$ cat src/design/dgp_pkg.sv
package dgp_pkg;

    // ------------------------------------------------------------
    // register map (offsets chosen for this block)
    // ------------------------------------------------------------
    localparam logic [3:0] ADDR_SIX_LATCH     = 4'h0;
    localparam logic [3:0] ADDR_SIX_DIR       = 4'h1;
    localparam logic [3:0] ADDR_SIX_PULLUP    = 4'h2;
    localparam logic [3:0] ADDR_F_LATCH       = 4'h3;
    localparam logic [3:0] ADDR_F_DIR         = 4'h4;
    localparam logic [3:0] ADDR_STANDBY_CTRL  = 4'h5;
    localparam logic [3:0] ADDR_WAKE_SELECT   = 4'h6;

    // ------------------------------------------------------------
    // field positions and reset values
    // ------------------------------------------------------------
    localparam int         STBY_ISOLATE_BIT   = 0;
    localparam int         WAKE_IRQ_A_BIT     = 0;
    localparam int         WAKE_IRQ_B_BIT     = 1;
    localparam int         WAKE_CLK_IN_BIT    = 2;
    localparam int         WAKE_TRIG_BIT      = 3;
    localparam int         SIX_IRQ_A_PIN      = 0;
    localparam int         SIX_IRQ_B_PIN      = 1;
    localparam int         SIX_CLK_IN_PIN     = 4;
    localparam int         SIX_TRIG_PIN       = 7;
    localparam int         F_RESET_PIN        = 2;
    localparam logic [7:0] SIX_PULLUP_MASK    = 8'hFC;
    localparam logic [7:0] RST_SIX_LATCH      = 8'h00;
    localparam logic [7:0] RST_SIX_DIR        = 8'h00;
    localparam logic [7:0] RST_SIX_PULLUP     = 8'h00;
    localparam logic [2:0] RST_F_LATCH        = 3'h0;
    localparam logic [2:0] RST_F_DIR          = 3'h0;
    localparam logic [7:0] RST_BYTE           = 8'h00;

    // ------------------------------------------------------------
    // types
    // ------------------------------------------------------------
    typedef struct packed {
        logic [3:0] addr;
        logic [7:0] wdata;
        logic       wr;
        logic       rd;
        logic       rmw;
    } dgp_bus_t;

    typedef struct packed {
        logic [7:0] o;
        logic [7:0] oe;
        logic [7:0] pu;
    } dgp_pins_t;

    typedef enum logic [0:0] {
        PM_RUN     = 1'b0,
        PM_ISOLATE = 1'b1
    } dgp_pmode_t;

    typedef struct packed {
        logic [7:0] sixLatch;
        logic [7:0] sixDir;
        logic [7:0] sixPullup;
        logic [2:0] fLatch;
        logic [2:0] fDir;
        logic       isolate;
        logic [3:0] wakeSel;
        logic [7:0] sixSync1;
        logic [7:0] sixSync2;
        logic [2:0] fSync1;
        logic [2:0] fSync2;
        dgp_pmode_t pmode;
        logic [7:0] rdata;
    } dgp_state_t;

endpackage

$ cat src/design/dgp_port.sv
`timescale 1ns/1ps
// Behaviour
// - direction bit 1 output, 0 input
// - output pin drives its latch bit
// - writes always update latch; pin only if output
// - normal read of output bit returns latch
// - normal read of input bit returns pin
// - read-modify-write read always returns latch
// - peripheral output enable overrides port latch
// - peripheral driven pin reads back pin level
// - reset clears all direction bits
// - isolate bit plus stop/watch: Hi-Z, inputs low
// - enabled wake-up pins keep input path open
// - isolate bit clear: standby changes nothing
// - pull-up on when enabled, off when driven low
// - open-drain pin writing 1 stays Hi-Z
// - six port bits map pins; no pull-up pins 0,1
// - port F three bits, data and direction only
// - variant: port F pin 2 is reset only
// - port F follows same port behaviour
module dgp_port #(
    parameter logic [7:0] SIX_OPEN_DRAIN = 8'h00,
    parameter logic [2:0] F_OPEN_DRAIN   = 3'h0,
    parameter bit         F_PIN2_IS_RESET = 1'b0
) (
    input  wire logic              sys_clk,
    input  wire logic              rst_n,
    input  wire logic              clkEn,
    input  wire dgp_pkg::dgp_bus_t busReq,
    output logic [7:0]             busRdata,
    input  wire logic              stopOrWatch,
    input  wire dgp_pkg::dgp_pins_t sixPeriph,
    input  wire logic [7:0]        sixPinIn,
    output dgp_pkg::dgp_pins_t     sixPinOut,
    output logic [7:0]             sixCoreIn,
    input  wire logic [2:0]        fPinIn,
    output logic [2:0]             fPinOut,
    output logic [2:0]             fPinOe,
    output logic [2:0]             fCoreIn
);

    // ------------------------------------------------------------
    // elaboration checks
    // ------------------------------------------------------------
    initial begin
        if (F_PIN2_IS_RESET && F_OPEN_DRAIN[2]) begin
            $error("port F pin 2 cannot be both reset-only and open drain");
        end
    end

    dgp_pkg::dgp_state_t st_reg;
    dgp_pkg::dgp_state_t st_next;
    logic                isoActive;
    logic [7:0]          sixKeep;
    logic [7:0]          sixDrive;
    logic [7:0]          sixVal;
    logic [7:0]          sixOe;
    logic [2:0]          fUsable;

    // merge latch, direction and peripheral enables per pin
    function automatic logic [7:0] mux_read(input logic [7:0] latch,
                                            input logic [7:0] dir,
                                            input logic [7:0] periph,
                                            input logic [7:0] pin,
                                            input logic       rmw);
        logic [7:0] gpioOut;
        gpioOut = dir & ~periph;
        if (rmw) begin
            mux_read = latch;
        end else begin
            mux_read = (latch & gpioOut) | (pin & ~gpioOut);
        end
    endfunction

    // ------------------------------------------------------------
    // pin drive
    // ------------------------------------------------------------
    // isolation only in the isolate mode state; bit clear leaves pins alone
    assign isoActive = (st_reg.pmode == dgp_pkg::PM_ISOLATE);
    assign fUsable   = F_PIN2_IS_RESET ? 3'h3 : 3'h7;

    // wake-up pins enabled in wakeSel keep their input path under isolation
    always_comb begin
        sixKeep = 8'h00;
        sixKeep[dgp_pkg::SIX_IRQ_A_PIN]  = st_reg.wakeSel[dgp_pkg::WAKE_IRQ_A_BIT];
        sixKeep[dgp_pkg::SIX_IRQ_B_PIN]  = st_reg.wakeSel[dgp_pkg::WAKE_IRQ_B_BIT];
        sixKeep[dgp_pkg::SIX_CLK_IN_PIN] = st_reg.wakeSel[dgp_pkg::WAKE_CLK_IN_BIT];
        sixKeep[dgp_pkg::SIX_TRIG_PIN]   = st_reg.wakeSel[dgp_pkg::WAKE_TRIG_BIT];
    end

    // peripheral takes over where it enables its output
    always_comb begin
        sixVal   = (sixPeriph.oe & sixPeriph.o) | (~sixPeriph.oe & st_reg.sixLatch);
        sixDrive = sixPeriph.oe | st_reg.sixDir;
        // open drain never drives high
        sixOe    = isoActive ? 8'h00 : (sixDrive & ~(SIX_OPEN_DRAIN & sixVal));
    end

    // registered pin outputs would add a cycle; these follow state directly
    assign sixPinOut.o  = sixVal;
    assign sixPinOut.oe = sixOe;
    // pull-up dropped while the pin is driven low, and on pins 0 and 1
    assign sixPinOut.pu = st_reg.sixPullup & dgp_pkg::SIX_PULLUP_MASK
                          & ~(sixOe & ~sixVal);
    assign sixCoreIn    = isoActive ? (sixPinIn & sixKeep) : sixPinIn;

    assign fPinOut = st_reg.fLatch;
    assign fPinOe  = isoActive ? 3'h0
                   : (st_reg.fDir & fUsable & ~(F_OPEN_DRAIN & st_reg.fLatch));
    assign fCoreIn = isoActive ? 3'h0 : fPinIn;

    assign busRdata = st_reg.rdata;

    // ------------------------------------------------------------
    // next state
    // ------------------------------------------------------------
    always_comb begin
        st_next = st_reg;
        // two flops before pin levels reach the read path
        st_next.sixSync1 = sixPinIn;
        st_next.sixSync2 = st_reg.sixSync1;
        st_next.fSync1   = fPinIn;
        st_next.fSync2   = st_reg.fSync1;

        // enter isolation only if software asked for it
        if (stopOrWatch && st_reg.isolate) begin
            st_next.pmode = dgp_pkg::PM_ISOLATE;
        end else begin
            st_next.pmode = dgp_pkg::PM_RUN;
        end

        if (busReq.wr) begin
            case (busReq.addr)
                dgp_pkg::ADDR_SIX_LATCH:    st_next.sixLatch  = busReq.wdata;
                dgp_pkg::ADDR_SIX_DIR:      st_next.sixDir    = busReq.wdata;
                dgp_pkg::ADDR_SIX_PULLUP:   st_next.sixPullup = busReq.wdata;
                dgp_pkg::ADDR_F_LATCH:      st_next.fLatch    = busReq.wdata[2:0];
                dgp_pkg::ADDR_F_DIR:        st_next.fDir      = busReq.wdata[2:0];
                dgp_pkg::ADDR_STANDBY_CTRL: st_next.isolate   =
                                            busReq.wdata[dgp_pkg::STBY_ISOLATE_BIT];
                dgp_pkg::ADDR_WAKE_SELECT:  st_next.wakeSel   = busReq.wdata[3:0];
                default: begin
                end
            endcase
        end

        // read data stands for exactly one cycle after the strobe
        st_next.rdata = dgp_pkg::RST_BYTE;
        if (busReq.rd) begin
            case (busReq.addr)
                dgp_pkg::ADDR_SIX_LATCH:
                    st_next.rdata = mux_read(st_reg.sixLatch, st_reg.sixDir, sixPeriph.oe,
                                             st_reg.sixSync2, busReq.rmw);
                dgp_pkg::ADDR_SIX_DIR:      st_next.rdata = st_reg.sixDir;
                dgp_pkg::ADDR_SIX_PULLUP:   st_next.rdata = st_reg.sixPullup;
                dgp_pkg::ADDR_F_LATCH:
                    st_next.rdata = mux_read({5'h00, st_reg.fLatch}, {5'h00, st_reg.fDir},
                                             8'h00, {5'h00, st_reg.fSync2},
                                             busReq.rmw);
                dgp_pkg::ADDR_F_DIR:        st_next.rdata = {5'h00, st_reg.fDir};
                dgp_pkg::ADDR_STANDBY_CTRL: st_next.rdata = {7'h00, st_reg.isolate};
                dgp_pkg::ADDR_WAKE_SELECT:  st_next.rdata = {4'h0, st_reg.wakeSel};
                default:                    st_next.rdata = dgp_pkg::RST_BYTE;
            endcase
        end
    end

    // ------------------------------------------------------------
    // state register
    // ------------------------------------------------------------
    always_ff @(posedge sys_clk or negedge rst_n) begin
        if (!rst_n) begin
            st_reg.sixLatch  <= dgp_pkg::RST_SIX_LATCH;
            st_reg.sixDir    <= dgp_pkg::RST_SIX_DIR;
            st_reg.sixPullup <= dgp_pkg::RST_SIX_PULLUP;
            st_reg.fLatch    <= dgp_pkg::RST_F_LATCH;
            st_reg.fDir      <= dgp_pkg::RST_F_DIR;
            st_reg.isolate   <= 1'b0;
            st_reg.wakeSel   <= 4'h0;
            st_reg.sixSync1  <= dgp_pkg::RST_BYTE;
            st_reg.sixSync2  <= dgp_pkg::RST_BYTE;
            st_reg.fSync1    <= 3'h0;
            st_reg.fSync2    <= 3'h0;
            st_reg.pmode     <= dgp_pkg::PM_RUN;
            st_reg.rdata     <= dgp_pkg::RST_BYTE;
        end else if (clkEn) begin
            st_reg <= st_next;
        end
    end

endmodule

$ cat config.mk
export PLATFORM = sky130hd
export DESIGN_NAME = dgp_port
export DESIGN_NICKNAME = d
export VERILOG_FILES = /design/src/design/dgp_pkg.sv /design/src/design/dgp_port.sv
export SDC_FILE = /design/constraint.sdc
export NUM_CORES = 1
export LEC_CHECK = 0
export ABC_AREA = 0
export BUFFER_PORTS_ARGS = -buffer_cell sky130_fd_sc_hd__buf_2
export CAP_MARGIN = 20
export CORE_AREA = 4 4 75 94
export CTS_BUF_LIST = sky130_fd_sc_hd__clkbuf_2 sky130_fd_sc_hd__clkbuf_4 sky130_fd_sc_hd__clkbuf_8
export CTS_CLUSTER_DIAMETER = 100
export DETAILED_ROUTE_END_ITERATION = 7
export DIE_AREA = 0 0 79 98
export PLACE_DENSITY = 0.86
export SLEW_MARGIN = 20
export SYNTH_ARGS = -nofsm -noshare
export SYNTH_HDL_FRONTEND = slang
export SYNTH_SLANG_ARGS = --single-unit
$ cat constraint.sdc
create_clock -name sys_clk -period 2.05 [get_ports sys_clk]
set_input_delay 0.41 -clock sys_clk [delete_from_list [all_inputs] [get_ports sys_clk]]
set_output_delay 0.41 -clock sys_clk [all_outputs]
set_load 0.1 [all_outputs]
# Word level (Yosys, flattened, before mapping)
# Cells that the tools add are included.
[word_totals] reg_bits=66 out_inout_bits=49 ramBits=0 rom_bits=0 wordCells=56 latchBits=0 input_bits=54 n_memories=0
[classes] n_lt_le_gt_ge=0 n_addsub=0 muxes=9 reduce_logical=9 shift=0 div=0 n_bitwise=19 eq_ne=6 multipliers=0
[ops] op="$and A8 B8 Y8" n=8
[ops] op="$pmux W8 S7" n=1
[ops] op="$mux W8" n=5
[ops] op="$not A8 Y8" n=4
[ops] op="$or A8 B8 Y8" n=3
[ops] op="$reduce_and A3 Y1" n=7
[ops] op="$eq A4 B3 Y1 const B" n=3
[ops] op="$and A3 B8 Y8" n=1
[ops] op="$eq A4 B2 Y1 const B" n=2
[ops] op="$not A3 Y8" n=1
[ops] op="$or A3 B8 Y8" n=1
[ops] op="$mux W3" n=2
[ops] op="$eq A4 B1 Y1 const B" n=1
[ops] op="$logic_not A4 Y1" n=1
[ops] op="$and A3 B3 Y3" n=1
[ops] op="$logic_and A1 B1 Y1" n=1
[ops] op="$mux W1" n=1

# Longest topological paths before layout
# Gate-level depths: netlist of the first run.
[logic_depth] word_depth=8 mapped_depth=6 ltp_nobuf=5

# Worst setup path before layout of the first run
# OpenSTA, ideal clock, no wires.
[synth_timing] kind="register -> output" from="register st_reg, in the netlist isoActive" to="output fCoreIn[0]" stages_incl_launch_ff=4 path_slack_ns=-0.402 arrival_time_ns=2.042 n_path_buf=2 required_time_ns=1.640 cell_sequence="dfrtp_1 clkbuf_1 clkbuf_1 nor2b_1"
[synth_via] elab_chain_len=1
[synth_rtl] element="start: declaration" line="dgp_port.sv:51" source="dgp_pkg::dgp_state_t st_reg;"
[synth_rtl] element="start signal: assignment" line="dgp_port.sv:187" source="st_reg <= st_next;"
[synth_rtl] element="$mux W3" line="dgp_port.sv:110" source="assign fCoreIn = isoActive ? 3'h0 : fPinIn;"
[synth_rtl] element="end: declaration" line="dgp_port.sv:39" source="output logic [2:0] fCoreIn"
# No other way between the ends.

==> results_dict.tcl, run 1 <==
set metrics [dict create \
    path_clk_slew_ns 0.07 \
    rsz0062_at_grt "false" \
    die_w_um 79 \
    worst_skew_pair.late_latency_ns 0.34 \
    fin_area_um2 4480 \
    antenna_found_initial 0 \
    largest_reg_flops 39 \
    power_switching_share 0.420 \
    vias_per_cell 5.59 \
    critPathRequiredTime_ns 1.64 \
    crit_chain "mux2_2, o31a_2, buf_12" \
    die-area_um2 7740 \
    syn_inst 296 \
    drv_cap 0 \
    peakVddDrop_uv 556 \
    ant_nets 0 \
    use_met3 0.0609 \
    critical_path_class "flop to output pin" \
    synth_warnings 0 \
    busiest_layer "met2" \
    min_period_ns 1.96 \
    synth_cell_types 40 \
    power.share.combinational 0.424 \
    grt_use_met1 0.285 \
    status "finished, final reports clean" \
    insertedDiodeCount 0 \
    path_buf_inv 1 \
    post_cts_buffers 0 \
    io_buffers 92 \
    final_cell_mix "buf_2, dfrtp_1, mux2_2" \
    fillCellCount 443 \
    ys_seq_elements 66 \
    area_delta_synth_final_pct 28.9 \
    grt.met2_usage 0.356 \
    grt_pass1_wl_um 13200 \
    leakagePower_nw 2.14 \
    multi_input_area_um2 1630 \
    hold_buffers 0 \
    startpoint_type "flop" \
    dp_hpwl_um 6020 \
    wl_per_cell_um 17.3 \
    cp_top_family "flip-flops" \
    cts_tree "yes" \
    drive_above_1_share 0.512 \
    clockPowerShare 0.213 \
    critPathArrivalTime_ns 1.55 \
    num_vias 2626 \
    period_share 0.957 \
    dr.pass1.iters 5 \
    place_area_um2 4310 \
    io_pins 103 \
    cts.repair.resized 0 \
    numCtsBuffers 9 \
    clock_skew_ns 0.00753 \
    wirelength_um 8140 \
    drc 0 \
    ys_seq_area_frac 0.475 \
    switching_power_w 0.00193 \
    final_common_cell "buf_2" \
    cts_sinks 66 \
    final_nets 435 \
    grt_use_total 0.221 \
    setup_viol 0 \
    ff_latch_area_um2 1650 \
    slowest_delay_ns 0.41 \
    fp.dieH_um 98 \
    sequentialPowerShare 0.363 \
    final_util 0.727 \
    crit_path_top_delay_cell "dfrtp_1" \
    clk_path_buf_depth 2 \
    root_buffer "clkbuf_8" \
    rows 32 \
    core_area_um2 6170 \
    grt_pass1_vias 2670 \
    max_freq_ghz 0.510 \
    fin_hold_ws_ns 0.0644 \
    hp-class "input port to asynchronous set/reset pin" \
    cp-end-kind "output pin" \
    timing_hold_violations_final 0 \
    grt_max_degree 67 \
    fin_setup_tns_ns 0 \
    gp_congestion 0.801 \
    setup_ws_ns 0.0887 \
    synth_area_um2 3480 \
    maxSlewViolCount 0 \
    initial_utilization 0.564 \
    dp_slack_ns 0.257 \
    cts-htree-levels 3 \
    p_int_w 0.00266 \
    powerDensity_nw_per_um2 1030 \
    first_iter_violations 210 \
    crit_fanout 3 \
    overflow 0 \
    syn_avg_cell_area_um2 11.7 \
]
## layout make-up
cell class                      instances  share of cell area
Multi-Input combinational cell        196               0.364
Inverter                               10             0.00838
Timing Repair Buffer                   98               0.196
Tap cell                               85              0.0237
Sequential cell                        66               0.369
Clock buffer                           12              0.0355
Clock inverter                          3             0.00335
## through the flow
stage / cells / total power [W]
after global routing: 470 / 0.00477
after floorplan: 297 / 0.00308
after global placement: 455 / 0.00359
final: 470 / 0.00459
after CTS: 470 / 0.00460
after detailed placement: 455 / 0.00363
## synth_stat cells
library cell	instances	area share
mux2i_1	11	0.032
conb_1	1	0.0011
nor4_1	1	0.0018
inv_1	10	0.011
nor4_4	1	0.0061
clkbuf_1	4	0.0043
a22oi_1	1	0.0022
nor3_2	1	0.0029
o41ai_1	1	0.0025
o2bb2ai_1	2	0.0050
o221ai_1	1	0.0025
o21a_1	4	0.0086
a221oi_1	1	0.0025
a221o_1	4	0.012
nand3_1	3	0.0043
nand2_4	1	0.0032
nor3_4	1	0.0047
o22ai_1	1	0.0018
buf_2	4	0.0058
buf_6	1	0.0032
o22a_1	1	0.0025
a31oi_1	1	0.0018
nor2_1	27	0.029
nor2_4	2	0.0065
or2_4	1	0.0025
o31a_1	6	0.015
a21oi_1	14	0.020
o21ai_0	7	0.010
buf_4	16	0.035
dfrtp_1	66	0.47
nand4b_2	1	0.0043
and2_1	4	0.0072
a2bb2oi_1	1	0.0025
o21ai_1	1	0.0014
mux2_2	61	0.20
nand2b_1	4	0.0072
nor2b_1	11	0.020
mux2_4	8	0.035
nand2_1	9	0.0097
nor2_2	1	0.0018
## cell families after synthesis
kind of cell / synth area share
mux: 0.264
buf+inv: 0.0587
flops: 0.475
other cells: 0.00108
compound gates: 0.0903
simple gates: 0.111
## power by group through the flow
stage          sequential [W]  clock (W)  combinational, W
6_report              0.00167   0.000978           0.00195
5_1_grt               0.00169    0.00105           0.00202
4_1_cts               0.00166   0.000984           0.00196
3_5_place_dp          0.00168          0           0.00195
3_3_place_gp          0.00167          0           0.00192
2_1_floorplan         0.00162          0           0.00146
## metal layers
metal | vias up | wire length (um)
li1 | 1213 | -
met1 | 1302 | 3340
met2 | 101 | 4040
met3 | 10 | 623
met4 | 0 | 130
met5 | - | 0
## path summary, 6_finish.rpt
check	start	endpoint	slack, ns	depth (start not counted)
max	st_reg[65]$_DFFE_PN0P_	sixPinOut[7]	0.09	3
min	rst_n	st_reg[59]$_DFFE_PN0P_	0.06	2
max reg2reg	st_reg[36]$_DFFE_PN0P_	busRdata[0]$_DFFE_PN0P_	0.58	5
min reg2reg	busRdata[1]$_DFFE_PN0P_	busRdata[1]$_DFFE_PN0P_	0.49	2
max in group asynchronous	rst_n	st_reg[64]$_DFFE_PN0P_	1.69	2
min in group sys_clk	stopOrWatch	isoActive$_DFFE_PN0P_	0.30	3
(Power assumes the default switching activity.)
==> inputs of run 2 (changes only) <==
--- a/config.mk
+++ b/config.mk
@@ -8,12 +8,13 @@
 export ABC_AREA = 0
 export BUFFER_PORTS_ARGS = -buffer_cell sky130_fd_sc_hd__buf_2
 export CAP_MARGIN = 20
-export CORE_AREA = 4 4 75 94
+export CORE_AREA = 2 2 73 92
 export CTS_BUF_LIST = sky130_fd_sc_hd__clkbuf_2 sky130_fd_sc_hd__clkbuf_4 sky130_fd_sc_hd__clkbuf_8
 export CTS_CLUSTER_DIAMETER = 100
 export DETAILED_ROUTE_END_ITERATION = 7
-export DIE_AREA = 0 0 79 98
+export DIE_AREA = 0 0 75 94
 export PLACE_DENSITY = 0.86
+export REMOVE_ABC_BUFFERS = 1
 export SLEW_MARGIN = 20
 export SYNTH_ARGS = -nofsm -noshare
 export SYNTH_HDL_FRONTEND = slang
==> results_dict.tcl, run 2 (synthesis results as in run 1) <==
set metrics [dict create \
    numCtsBuffers 9 \
    slew_headroom 0.661 \
    cts-htree-levels 3 \
    largest_reg_flops 39 \
    clk_path_buf_depth 2 \
    core_area_um2 6130 \
    setup_ws_ns 0.113 \
    drc 0 \
    status "finished, final reports clean" \
    io_buffers 92 \
    vias_per_cell 5.50 \
    place_area_um2 4220 \
    r2r_end "busRdata[0]$_DFFE_PN0P_" \
    crit_fanout 24 \
    cts_tree "yes" \
    insertedDiodeCount 0 \
    timing_hold_violations_final 0 \
    wl_per_cell_um 17.5 \
    dp_hpwl_um 6070 \
    dp_slack_ns 0.261 \
    initial_utilization 0.568 \
    critPathArrivalTime_ns 1.53 \
    period_share 0.945 \
    fin_area_um2 4430 \
    path_clk_slew_ns 0.07 \
    num_vias 2595 \
    fp.dieH_um 94 \
    leakagePower_nw 2.13 \
    cts.repair.resized 0 \
    antenna_found_initial 0 \
    drv_cap 0 \
    die_w_um 75 \
    io_pins 103 \
    worst_pin_slew_ns 0.512 \
    gp_congestion 0.874 \
    crit_chain "buf_4, nor2b_1, buf_2" \
    critical_path_class "flop to output pin" \
    hp-class "input port to asynchronous set/reset pin" \
    final_nets 437 \
    crit_path_top_delay_cell "buf_2" \
    rrSetupSlack_ns 0.63 \
    rsz0062_at_grt "false" \
    cp-end-kind "output pin" \
    final_common_cell "buf_2" \
    min_period_ns 1.94 \
    die-area_um2 7050 \
    peakVddDrop_uv 689 \
    area_delta_synth_final_pct 27.5 \
    cts_sinks 66 \
    dr.pass1.iters 4 \
    setup_viol 0 \
    worstSetupStartpoint "isoActive$_DFFE_PN0P_" \
    post_cts_buffers 0 \
    hold_buffers 0 \
    grt_use_total 0.252 \
    first_iter_violations 124 \
    slowest_delay_ns 0.43 \
    wirelength_um 8250 \
    root_buffer "clkbuf_8" \
    grt_pass1_vias 2708 \
    rows 32 \
    grt_max_degree 67 \
    maxSlewViolCount 0 \
    critPathRequiredTime_ns 1.64 \
    overflow 0 \
    grt_pass1_wl_um 13000 \
    reg2regPathDepth 5 \
    ant_nets 0 \
    max_freq_ghz 0.516 \
    drive_above_1_share 0.499 \
    final_cell_mix "buf_2, dfrtp_1, mux2_2" \
    r2r_start "st_reg[36]$_DFFE_PN0P_" \
    clock_skew_ns 0.00451 \
    worst_skew_pair.late_latency_ns 0.34 \
    powerDensity_nw_per_um2 1050 \
    startpoint_type "flop" \
]
-- run 2: cell types whose count changed in the layout (fill, tap and decap cells not counted), moves of 2 or more --
cell	previous run	this run
buf_12	25	19
buf_2	68	74
buf_4	5	7
clkinv_2	3	1
o31a_1	0	6
o31a_2	6	0
-- run 2: worst max-delay path by stage --
stage / to / slack (ns) / cells after the start
4_1_cts: sixCoreIn[5] / 0.1 / 3
3_5_place_dp: st_reg[64]$_DFFE_PN0P_ / 0.26 / 5
3_3_place_gp: st_reg[65]$_DFFE_PN0P_ / 0.30 / 5
6_report: sixCoreIn[5] / 0.11 / 3
5_1_grt: sixCoreIn[6] / 0.005 / 3
2_1_floorplan: fCoreIn[0] / -0.34 / 1
-- run 2: metrics by stage --
stage / std cells / hold slack [ns] / total power, W / setup TNS, ns / utilization
5_1_grt: 472 / 0.101 / 0.00483 / 0 / 0.723
6_report: 472 / 0.0721 / 0.00467 / 0 / 0.723
3_5_place_dp: 457 / 0.449 / 0.00356 / 0 / 0.690
4_1_cts: 472 / 0.0707 / 0.00470 / 0 / 0.723
3_3_place_gp: 457 / 0.449 / 0.00351 / 0 / 0.690
2_1_floorplan: 272 / 0.114 / 0.00302 / -6.64 / -
-- run 2: power breakdown --
| part | total, W | internal, W | leakage (nW) | switching, W |
|---|---|---|---|---|
| sequential | 0.00166 | 0.00150 | 0.829 | 0.000157 |
| clock | 0.00113 | 0.000666 | 0.109 | 0.000465 |
| combinational | 0.00188 | 0.000597 | 1.19 | 0.00128 |
-- run 2: routing by layer --
layer | GRT usage | vias to the layer above | share of wire | wire length (um)
li1 | - | 1215 | - | -
met1 | 0.313 | 1285 | 0.40 | 3270
met2 | 0.411 | 84 | 0.53 | 4350
met3 | 0.0655 | 11 | 0.060 | 498
met4 | 0.101 | 0 | 0.016 | 136
met5 | 0 | - | 0 | 0
-- run 2: final cells by class --
class,instances,area [um^2]
Clock buffer,13,173
Clock inverter,2,35.0
Fill cell,411,1690
Inverter,10,37.5
Multi-Input combinational cell,196,1630
Sequential cell,66,1650
Tap cell,85,106
Timing Repair Buffer,100,803
-- run 2: worst max-delay path, delay by kind of cell, from the launching register on --
family	cells	cell delay (ns)
buffers and inverters	2	0.66
DFF	1	0.38
and+or+nand+nor	1	0.13
==> inputs of run 3 (changes only) <==
==> constraint.sdc (replaced) <==
create_clock -name sys_clk -period 2.05 [get_ports sys_clk]
set_input_delay 0.41 -clock sys_clk [delete_from_list [all_inputs] [get_ports sys_clk]]
set_output_delay 0.41 -clock sys_clk [all_outputs]
set_load 0.005 [all_outputs]
==> results_dict.tcl, run 3 (synthesis results as in run 1) <==
set metrics [dict create \
    status "finished, final reports clean" \
    final_cell_mix "buf_2, dfrtp_1, mux2_2" \
    final_common_cell "buf_2" \
    max_freq_ghz 0.513 \
    place_area_um2 3970 \
    grt_max_degree 67 \
    setup_viol 0 \
    grt_use_total 0.249 \
    hold_buffers 0 \
    die-area_um2 7050 \
    numCtsBuffers 9 \
    vias_per_cell 5.54 \
    leakagePower_nw 2.04 \
    final_util 0.679 \
    io_buffers 92 \
    grt_pass1_wl_um 12800 \
    path_clk_slew_ns 0.07 \
    dr.pass1.iters 5 \
    fin_setup_tns_ns 0 \
    wl_per_cell_um 17.4 \
    overflow 0 \
    num_vias 2620 \
    hp-class "input port to asynchronous set/reset pin" \
    dp_slack_ns 0.229 \
    insertedDiodeCount 0 \
    grt.met2_usage 0.406 \
    wirelength_um 8210 \
    drc 0 \
    maxSlewViolCount 0 \
    initial_utilization 0.568 \
    rows 32 \
    largest_reg_flops 39 \
    clk_path_buf_depth 2 \
    fin_area_um2 4160 \
    final_nets 437 \
    critPathArrivalTime_ns 1.54 \
    use_met3 0.0440 \
    grt_pass1_vias 2635 \
    startpoint_type "flop" \
    critical_path_class "flop to output pin" \
    io_pins 103 \
    cts_sinks 66 \
    total_power_w 0.00345 \
    critPathRequiredTime_ns 1.64 \
    crit_fanout 9 \
    peakVddDrop_uv 494 \
    cts_tree "yes" \
    fp.dieH_um 94 \
    root_buffer "clkbuf_8" \
    dp_hpwl_um 5950 \
    period_share 0.951 \
    cp-end-kind "output pin" \
    worst_skew_pair.late_latency_ns 0.34 \
    timing_hold_violations_final 0 \
    rsz0062_at_grt "false" \
    clock_skew_ns 0.00636 \
    setup_ws_ns 0.0997 \
    busiest_layer "met2" \
    antenna_found_initial 0 \
    drive_above_1_share 0.500 \
    cts.repair.resized 0 \
    core_area_um2 6130 \
    min_period_ns 1.95 \
    drv_cap 0 \
    post_cts_buffers 0 \
    cts-htree-levels 3 \
    powerDensity_nw_per_um2 830 \
    area_delta_synth_final_pct 19.5 \
    first_iter_violations 181 \
    rrSetupSlack_ns 0.61 \
    ant_nets 0 \
    grt_use_met1 0.305 \
    gp_congestion 0.858 \
    die_w_um 75 \
]
-- run 3: cell types whose count changed in the layout (fill, tap and decap cells not counted) --
cell       before  now
clkinv_2        1    2
buf_12         19    2
buf_2          74   92
buf_4           7    6
clkbuf_4        1    2
bufinv_16       1    0
-- run 3: final cells by class --
type | instances | area [um^2]
well taps | 85 | 106
fillers | 445 | 1970
flip-flops and latches | 66 | 1650
clock buffers | 14 | 180
multi-input cells | 196 | 1630
clock inverters | 2 | 10.0
inverters | 10 | 37.5
repair buffers | 100 | 546
-- run 3: per-layer routing --
layer	vias up	routed length (um)
met4	0	218
met1	1304	3390
li1	1223	-
met5	-	0
met2	75	4250
met3	18	349
-- run 3: where the power goes --
group | switching [W] | internal, W
sequential | 0.000165 | 0.00150
combinational | 0.000327 | 0.000424
clock | 0.000472 | 0.000562
-- run 3: through the flow --
stage,instances,hold slack (ns)
global route,473,0.106
finish,473,0.0704
global placement,457,0.448
detailed placement,457,0.456
CTS,473,0.0853
floorplan,272,0.114
-- run 3: final timing paths --
| kind | startpoint | to | cells past startpoint |
|---|---|---|---|
| worst min register to register | busRdata[3]$_DFFE_PN0P_ | busRdata[3]$_DFFE_PN0P_ | 1 |
| max in group asynchronous | rst_n | st_reg[16]$_DFFE_PN0P_ | 2 |
| worst max-delay path | isoActive$_DFFE_PN0P_ | sixPinOut[3] | 3 |
| min in group sys_clk | fPinIn[2] | st_next[11]$_DFFE_PN0P_ | 2 |
| worst min-delay path | rst_n | st_next[20]$_DFFE_PN0P_ | 2 |
| worst max register to register | st_reg[52]$_DFFE_PN0P_ | busRdata[2]$_DFFE_PN0P_ | 4 |
-- run 3: worst max-delay path: stages, from the launching register on --
cell,delay (ns)
dfrtp_1,0.53
buf_4,0.23
o31a_1,0.31
buf_2,0.13
